===== config.mk =====
export PLATFORM = sky130hd
export DESIGN_NAME = angle_sample_averager
export DESIGN_NICKNAME = d
export VERILOG_FILES = /design/src/angle_avg_pkg.sv /design/src/sample_delay.sv /design/src/angle_sample_averager.sv
export SDC_FILE = /design/constraint.sdc
export NUM_CORES = 1
export LEC_CHECK = 0
export BUFFER_PORTS_ARGS = -buffer_cell sky130_fd_sc_hd__buf_4
export CORE_ASPECT_RATIO = 0.8
export CORE_MARGIN = 1
export CORE_UTILIZATION = 38
export DETAILED_ROUTE_END_ITERATION = 6
export SLEW_MARGIN = 20
export SYNTH_ARGS = -nofsm -noshare
export SYNTH_HDL_FRONTEND = slang
export SYNTH_SLANG_ARGS = --single-unit

===== constraint.sdc =====
create_clock -name clk -period 3.51 [get_ports clk]
set_input_delay 0.5265 -clock clk [delete_from_list [all_inputs] [get_ports clk]]
set_output_delay 0.5265 -clock clk [all_outputs]
set_load 0.01 [all_outputs]

===== src/angle_avg_pkg.sv =====
// Constants shared by the angle averaging stage.
// Assumes a 10 MHz core clock; samples arrive one per sample slot.
package angle_avg_pkg;
	localparam int          ANGLE_BITS        = 12;
	localparam int          AVG_SEL_BITS      = 3;
	localparam int          CLK_HZ            = 10_000_000;
	localparam int          SLOT_US           = 25;
	localparam int          SLOT_CYCLES       = SLOT_US * (CLK_HZ / 1_000_000);
	localparam int          RESPONSE_US       = 60;
	localparam int          RESPONSE_CYCLES   = RESPONSE_US * (CLK_HZ / 1_000_000);
	localparam int          MAX_AVG_SHIFT     = 7;
	localparam logic [2:0]  AVG_SEL_RESET     = 3'h0;
	localparam logic [11:0] ANGLE_RESET       = 12'h000;
endpackage : angle_avg_pkg


===== src/sample_delay.sv =====
// Fixed latency line for one sample plus its strobe.
// Assumes strobes come at least DEPTH-1 cycles apart; a closer strobe drops the sample in flight.
`timescale 1ns/1ns
module sample_delay #(
	parameter int WIDTH = 12,
	parameter int DEPTH = 600
) (
	input  wire logic             clk,
	input  wire logic             resetn,
	input  wire logic             ce,
	input  wire logic             in_valid,
	input  wire logic [WIDTH-1:0] in_data,
	output logic                  out_valid,
	output logic      [WIDTH-1:0] out_data
);
	localparam int CW = $clog2(DEPTH + 1);
	logic [CW-1:0]    count;
	logic             busy;
	logic [WIDTH-1:0] held;
	// Output strobe registered one cycle early so the consumer writes DEPTH cycles after input
	wire              done = busy && (count == CW'(DEPTH - 2));

	always_ff @(posedge clk) begin
		if (!resetn) begin
			count     <= '0;
			busy      <= 1'b0;
			held      <= '0;
			out_valid <= 1'b0;
			out_data  <= '0;
		end else if (ce) begin
			out_valid <= done;
			if (done) begin
				out_data <= held;
			end
			if (in_valid) begin
				held  <= in_data;
				busy  <= 1'b1;
				count <= '0;
			end else if (done) begin
				busy <= 1'b0;
			end else if (busy) begin
				count <= count + 1'b1;
			end
		end
	end
endmodule : sample_delay


===== src/angle_sample_averager.sv =====
// Averaging stage between the converter and the angle output register.
// Assumes samples arrive on sample_valid, one per 25 us slot, from the
// same clock domain; power_good and supply_low come from analog pins.
`timescale 1ns/1ns
module angle_sample_averager #(
	parameter int ANGLE_BITS = angle_avg_pkg::ANGLE_BITS,
	parameter int SLOT_CYC   = angle_avg_pkg::SLOT_CYCLES,
	parameter int RESP_CYC   = angle_avg_pkg::RESPONSE_CYCLES
) (
	input  wire logic                  clk,
	input  wire logic                  resetn,
	input  wire logic                  ce,
	input  wire logic                  nv_fast_mode,
	input  wire logic [2:0]            nv_averaging_select,
	input  wire logic                  sample_valid,
	input  wire logic [ANGLE_BITS-1:0] sample_angle,
	input  wire logic                  power_good,
	input  wire logic                  supply_low,
	input  wire logic                  read_request,
	output logic      [ANGLE_BITS-1:0] angle_word,
	output logic                       angle_updated,
	output logic                       response_valid,
	output logic      [ANGLE_BITS:0]   response_word,
	output logic                       fast_mode,
	output logic      [2:0]            averaging_select,
	output logic                       ready
);
	localparam int SUM_BITS = ANGLE_BITS + angle_avg_pkg::MAX_AVG_SHIFT;
	localparam int WINDOWS  = 1 << angle_avg_pkg::AVG_SEL_BITS;
	// Fast path latency less one slot of front-end conversion
	localparam int PIPE_CYC = RESP_CYC - SLOT_CYC;

	typedef enum logic [1:0] {st_reset, st_load, st_run} state_t;
	state_t state;
	state_t next_state;

	// Pin synchronisers; only the second stage is read by logic
	logic pg_meta;
	logic pg_sync;
	logic sl_meta;
	logic sl_sync;

	always_ff @(posedge clk) begin
		if (!resetn) begin
			pg_meta <= 1'b0;
			pg_sync <= 1'b0;
		end else if (ce) begin
			pg_meta <= power_good;
			pg_sync <= pg_meta;
		end
	end

	always_ff @(posedge clk) begin
		if (!resetn) begin
			sl_meta <= 1'b0;
			sl_sync <= 1'b0;
		end else if (ce) begin
			sl_meta <= supply_low;
			sl_sync <= sl_meta;
		end
	end

	// Setup: one idle cycle, then the straps are caught once
	always_comb begin
		next_state = state;
		unique case (state)
			st_reset: next_state = st_load;
			st_load:  next_state = st_run;
			st_run:   next_state = st_run;
			default:  next_state = st_reset;
		endcase
	end

	// Straps are read only once, so later changes cannot disturb a window
	always_ff @(posedge clk) begin
		if (!resetn) begin
			state <= st_reset;
		end else if (ce) begin
			state <= next_state;
		end
	end

	wire load_cfg = (state == st_load);
	wire running  = (state == st_run);

	always_ff @(posedge clk) begin
		if (!resetn) begin
			fast_mode <= 1'b0;
		end else if (ce && load_cfg) begin
			fast_mode <= nv_fast_mode;
		end
	end

	always_ff @(posedge clk) begin
		if (!resetn) begin
			averaging_select <= angle_avg_pkg::AVG_SEL_RESET;
		end else if (ce && load_cfg) begin
			averaging_select <= nv_averaging_select;
		end
	end

	// Window length less one for each select code
	logic [7:0] span_table [WINDOWS];
	genvar g;
	generate
		for (g = 0; g < WINDOWS; g++) begin : g_window
			assign span_table[g] = 8'((9'h001 << g) - 9'h001);
		end
	endgenerate
	wire [7:0] window_m1 = span_table[averaging_select];
	wire       bypass    = fast_mode || (averaging_select == 3'h0);

	// Fixed latency path for fast mode and select code 0; a fresh sample drops an older one in flight
	logic                  dly_valid;
	logic [ANGLE_BITS-1:0] dly_data;
	wire                   dly_in = sample_valid && running && bypass;

	sample_delay #(
		.WIDTH (ANGLE_BITS),
		.DEPTH (PIPE_CYC)
	) u_delay (
		.clk       (clk),
		.resetn    (resetn),
		.ce        (ce),
		.in_valid  (dly_in),
		.in_data   (sample_angle),
		.out_valid (dly_valid),
		.out_data  (dly_data)
	);

	// Accumulator for slow mode with a nonzero select code; wide enough for 128 full-scale samples
	logic [SUM_BITS-1:0]   sum;
	logic [7:0]            taken;
	wire                   acc_in     = sample_valid && running && !bypass;
	wire                   last       = acc_in && (taken == window_m1);
	wire [SUM_BITS-1:0]    sum_in     = SUM_BITS'(sample_angle);
	wire [SUM_BITS-1:0]    next_sum   = sum + sum_in;
	wire [7:0]             next_taken = taken + 8'h01;
	wire [SUM_BITS-1:0]    avg_full   = next_sum >> averaging_select;
	wire [ANGLE_BITS-1:0]  avg        = avg_full[ANGLE_BITS-1:0];

	always_ff @(posedge clk) begin
		if (!resetn) begin
			sum <= '0;
		end else if (ce && last) begin
			sum <= '0;
		end else if (ce && acc_in) begin
			sum <= next_sum;
		end
	end

	always_ff @(posedge clk) begin
		if (!resetn) begin
			taken <= 8'h00;
		end else if (ce && last) begin
			taken <= 8'h00;
		end else if (ce && acc_in) begin
			taken <= next_taken;
		end
	end

	// Output register; the two paths are never active in one mode
	wire                  update     = dly_valid || last;
	wire [ANGLE_BITS-1:0] next_angle = dly_valid ? dly_data : avg;

	always_ff @(posedge clk) begin
		if (!resetn) begin
			angle_word <= angle_avg_pkg::ANGLE_RESET;
		end else if (ce && update) begin
			angle_word <= next_angle;
		end
	end

	always_ff @(posedge clk) begin
		if (!resetn) begin
			angle_updated <= 1'b0;
		end else if (ce) begin
			angle_updated <= update;
		end
	end

	// Reads refused until setup ends and supply has been good two edges
	wire take_read = read_request && ready;
	assign ready = running && pg_sync;

	always_ff @(posedge clk) begin
		if (!resetn) begin
			response_valid <= 1'b0;
		end else if (ce) begin
			response_valid <= take_read;
		end
	end

	// Flag and angle caught together so one read sees a matching pair
	always_ff @(posedge clk) begin
		if (!resetn) begin
			response_word <= '0;
		end else if (ce && take_read) begin
			response_word <= {sl_sync, angle_word};
		end
	end
endmodule : angle_sample_averager


==> metrics list <==
- Antenna violation net count after detailed routing: 0
- Placed Area: 6126 um2
- Proportion of total power due to net switching: 0.2381
* Area growth syn-to-layout: 15.67%
* Reg area: 1982 um2
- Power consumption: 2.384 mW
* Yosys warns: 0
* Post-synthesis sequential element count: 99
- Required time at the endpoint of the critical path: 3730 ps
- Main synth FF type: sky130_fd_sc_hd__dfxtp_1
* Num CTS Buffers: 9
- The die covers 15130 um2.
- Crit path largest cell delay: 430 ps
* Critical path class: flip-flop to flip-flop
- Of the total power, combinational logic draws 0.088.
- Number of buffers between clock root and the deepest sink: 2
- Final Cell Area: 6436 um2
- DRT iter0 DRCs: 344
- Post-Route M1 WL: 6741 um
- After synthesis, the netlist uses 66 different library cells.
* Nature of the critical path startpoint: flip-flop
- Endpoints failing setup: 0
* Synth Instances: 658
* Number of nets produced by synthesis: 700
- Number of remaining DRC errors: 0
- The floorplan step defined a core boundary enclosing 14300 um2.
- Max-cap violations: 0
* Clock network latency to the later pin of the worst-skew pair: 350 ps
- # fillers: 1442
- The min-delay analysis places its worst path in the category primary input to flip-flop.
- The mapped netlist covers 5564 um2.
- The HPWL after detailed placement is 10530 um.
* Die Wd: 137.3 um
* Clock sink count: 99
* Overflow after GRT: 0
* Clock slew seen by the registers of the worst setup and hold paths: 70 ps
- In the final layout, the share of cells above drive strength 1 is 0.1631.
- For this run, the top clock speed supported by timing is 0.3472 GHz.
- The slowest stage of the critical path belongs to the cell sky130_fd_sc_hd__fa_1.
- At the pin with the least slew margin, the transition time is 627.6 ps.
* Data arrival at the endpoint of the critical path: 3100 ps
- Of the post-synthesis cell area, the dominant cell type holds 0.3562.
* Vias: 4805
* Reg power frac: 0.479
- Via density per instance: 5.442
- Largest net degree at the start of global routing: 69
- Starting Density: 0.3892
- Once the clock tree was built, the resizer swapped 0 gates to a different size.
* Final estimated routing congestion in global placement: 0.9101
- Final number of hold-violating endpoints: 0
- Worst clock skew on the final layout: 5.900 ps
- Cell at the root of the clock tree: sky130_fd_sc_hd__clkbuf_16
- 55 I/O pins were placed.
- Net switching power: 0.5676 mW
* Net count reported at finish: 736
- The final-report max-slew violation count was 0.
- Crit-path leading delay family: compound AO/OA/AOI/OAI gates
- Largest voltage drop on the vdd net: 244.1 uV
- DRT Wirelength: 14170 um
* Average size of a mapped cell: 8.456 um2
- The first global-routing pass estimated 22980 um of wire.
* Overall track demand over capacity in global routing: 0.1973
- For this run, the register share of the synthesized area comes to 0.3562.
* Largest area contributor in the synthesized netlist: sky130_fd_sc_hd__dfxtp_1
* Internal power: 1.816 mW
- Buffers inserted to repair hold after CTS numbered 0.
- STA classifies the critical path endpoint as a flip-flop.
* Wire length on met2: 6422 um
- For this run, the detailed router's first-pass iteration total came to 5.
* Max Fanout on Critical Path: 4
- The count of buffers added on input and output ports is 54.
- Top Layer Used: met4
- The number of buffers and inverters on the critical path is 0.
* Series of cell instances along the critical path: ha_1 > fa_1 > a21oi_2 > o2111ai_1 > and4_1 > or3_1 > a32o_1 > a211o_1 > o21ai_1 > a21oi_1
- Summing all multi-input logic gate instances after layout gives 3366 um2.
- Power spread over the standard cell area amounts to 370.4 nW/um2.
* Clock power frac: 0.433
* Die span in y: 110.2 um
* Leakage: 2.462 nW
- Ranking of synthesized cells by area: sky130_fd_sc_hd__dfxtp_1 36%, sky130_fd_sc_hd__nand2_1 7.8%, sky130_fd_sc_hd__mux2i_1 4.3%
- Row generation in the floorplan step produced 39 rows.
- In the synthesized netlist the async set-or-reset flop fraction comes to 0.
- The number of setup buffers added after CTS is 0.
- After detailed routing, the average wire length per cell comes to 16.04 um.
- Length of routed met3 wiring: 732 um
- The via count of the first global-routing pass came to 4447.
- The run finished with clean final reports.
- Diode insertion count for antenna repair: 0
* Unrepaired setup endpoints after global routing: false
- TritonCTS built the clock tree.
* Time the worst path needs with I/O delays and setup: 2880 ps
* Number of flops mapped to enable cells by yosys: 0
- Adding up every negative setup slack in the final design gives 0 ps.
* Antenna violations before repair: 0
- In this run the number of H-tree levels came out at 3.
- Final critical-path share of the clock period: 0.8206
* Slew Limit Headroom: 0.5811
## cell usage in the layout (no fill, tap or decap), types with 10 or more instances in the layout
cell type                  instances
sky130_fd_sc_hd__nor2_1           45
sky130_fd_sc_hd__nor3_1           10
sky130_fd_sc_hd__xor2_1           21
sky130_fd_sc_hd__a21boi_0         31
sky130_fd_sc_hd__xnor2_1          12
sky130_fd_sc_hd__inv_1            12
sky130_fd_sc_hd__dfxtp_1          99
sky130_fd_sc_hd__buf_4            66
sky130_fd_sc_hd__nand2_1         116
sky130_fd_sc_hd__nand4_1          10
sky130_fd_sc_hd__nand3_1          16
sky130_fd_sc_hd__o211ai_1         12
sky130_fd_sc_hd__mux2i_1          24
sky130_fd_sc_hd__o21ai_0          15
sky130_fd_sc_hd__a21oi_1          36
sky130_fd_sc_hd__ha_1             18
sky130_fd_sc_hd__nor2b_1          21
## synthesized netlist by cell type (2+ instances only)
master	instances
sky130_fd_sc_hd__nand2b_1	3
sky130_fd_sc_hd__inv_2	2
sky130_fd_sc_hd__mux2i_1	24
sky130_fd_sc_hd__a221o_1	2
sky130_fd_sc_hd__a21oi_1	36
sky130_fd_sc_hd__nor3_1	10
sky130_fd_sc_hd__o21a_1	4
sky130_fd_sc_hd__xor2_1	21
sky130_fd_sc_hd__and2_1	7
sky130_fd_sc_hd__clkbuf_1	26
sky130_fd_sc_hd__nand3_1	16
sky130_fd_sc_hd__a211oi_2	3
sky130_fd_sc_hd__inv_1	12
sky130_fd_sc_hd__a211oi_1	7
sky130_fd_sc_hd__o21ai_1	5
sky130_fd_sc_hd__mux4_2	9
sky130_fd_sc_hd__buf_1	4
sky130_fd_sc_hd__and3b_1	2
sky130_fd_sc_hd__a21oi_2	3
sky130_fd_sc_hd__a31o_2	3
sky130_fd_sc_hd__dfxtp_1	99
sky130_fd_sc_hd__o21ai_0	15
sky130_fd_sc_hd__and4_1	2
sky130_fd_sc_hd__nand2_1	116
sky130_fd_sc_hd__a211o_1	2
sky130_fd_sc_hd__nand3b_1	9
sky130_fd_sc_hd__xnor2_1	12
sky130_fd_sc_hd__o211ai_2	2
sky130_fd_sc_hd__a21boi_0	31
sky130_fd_sc_hd__buf_2	9
sky130_fd_sc_hd__or3_1	7
sky130_fd_sc_hd__o211ai_1	12
sky130_fd_sc_hd__nor2_1	45
sky130_fd_sc_hd__nor2b_1	21
sky130_fd_sc_hd__a21o_1	9
sky130_fd_sc_hd__mux2_2	2
sky130_fd_sc_hd__a31oi_1	4
sky130_fd_sc_hd__ha_1	18
sky130_fd_sc_hd__and3_1	6
sky130_fd_sc_hd__nand4_1	10
sky130_fd_sc_hd__o31ai_1	3
## power by group through the flow
stage          logic [mW]  clock network [mW]  registers [mW]
2_1_floorplan       0.142                   0            1.16
3_3_place_gp        0.204                   0            1.17
3_5_place_dp        0.208                   0            1.17
4_1_cts             0.209                1.07            1.14
5_1_grt             0.229                1.11            1.14
6_report            0.209                1.03            1.14
## stage by stage
step | worst slack, ps | hold slack (ps) | std cells | util
after floorplan | 647.3 | 440.0 | 658 | -
after global placement | 344.7 | 449.4 | 867 | 0.4285
after detailed placement | 307.0 | 452.7 | 867 | 0.4285
after CTS | 666.4 | 432.9 | 883 | 0.4502
after global routing | 513.5 | 452.5 | 883 | 0.4502
final | 629.7 | 436.5 | 883 | 0.4502
## worst register-to-register path, cell delays in order (launching register included)
cell                        delay (ps)
sky130_fd_sc_hd__dfxtp_1           320
sky130_fd_sc_hd__ha_1              230
sky130_fd_sc_hd__fa_1              430
sky130_fd_sc_hd__a21oi_2           180
sky130_fd_sc_hd__o2111ai_1         220
sky130_fd_sc_hd__and4_1            320
sky130_fd_sc_hd__or3_1             340
sky130_fd_sc_hd__a32o_1            260
sky130_fd_sc_hd__a211o_1           250
sky130_fd_sc_hd__o21ai_1           130
sky130_fd_sc_hd__a21oi_1            80
## logic make-up after synthesis
logic type,count (synthesis),share of synthesized area
multiplexers,36,0.08567
AO/OA/AOI/OAI,155,0.1990
adder cells (fa/ha/maj),19,0.04408
XOR/XNOR,33,0.05195
flip-flops,99,0.3562
AND/OR/NAND/NOR,261,0.2226
buffers and inverters,55,0.04048
## per-layer routing
metal / up-vias / global-route usage
met1: 2285 / 0.2626
met3: 23 / 0.05030
li1: 2394 / -
met2: 103 / 0.3120
met4: 0 / 0.06358
met5: - / 0
## final timing paths
kind | cells past startpoint | slack (ps) | start | end
setup / recovery | 10 | 630 | sum[0]$_SDFFE_PP0P_ | angle_word[6]$_SDFFE_PN0P_
hold / removal | 3 | 440 | power_good | pg_meta$_SDFFE_PN0P_
setup reg to reg | 10 | 630 | sum[0]$_SDFFE_PP0P_ | angle_word[6]$_SDFFE_PN0P_
hold reg to reg | 2 | 460 | sum[10]$_SDFFE_PP0P_ | sum[10]$_SDFFE_PP0P_
## sequential cells by signal (all words and copies together) (netlist names)
| name | count |
|---|---|
| angle_updated | 1 |
| angle_word | 12 |
| averaging_select | 3 |
| fast_mode | 1 |
| pg_meta | 1 |
| pg_sync | 1 |
| response_valid | 1 |
| response_word | 13 |
| sl_meta | 1 |
| sl_sync | 1 |
| state | 2 |
| sum | 19 |
| taken | 8 |
| u_delay.busy | 1 |
| u_delay.count | 9 |
| u_delay.held | 12 |
| u_delay.out_data | 12 |
| u_delay.out_valid | 1 |
## layout make-up
cell class | count | share of cell area
clock buffer | 11 | 0.03927
sequential | 99 | 0.3079
inverter | 14 | 0.008165
timing repair buffer | 66 | 0.07698
clock inverter | 5 | 0.008942
multi-input combinational | 504 | 0.5229
tap | 184 | 0.03577
(Power assumes the default switching activity.)
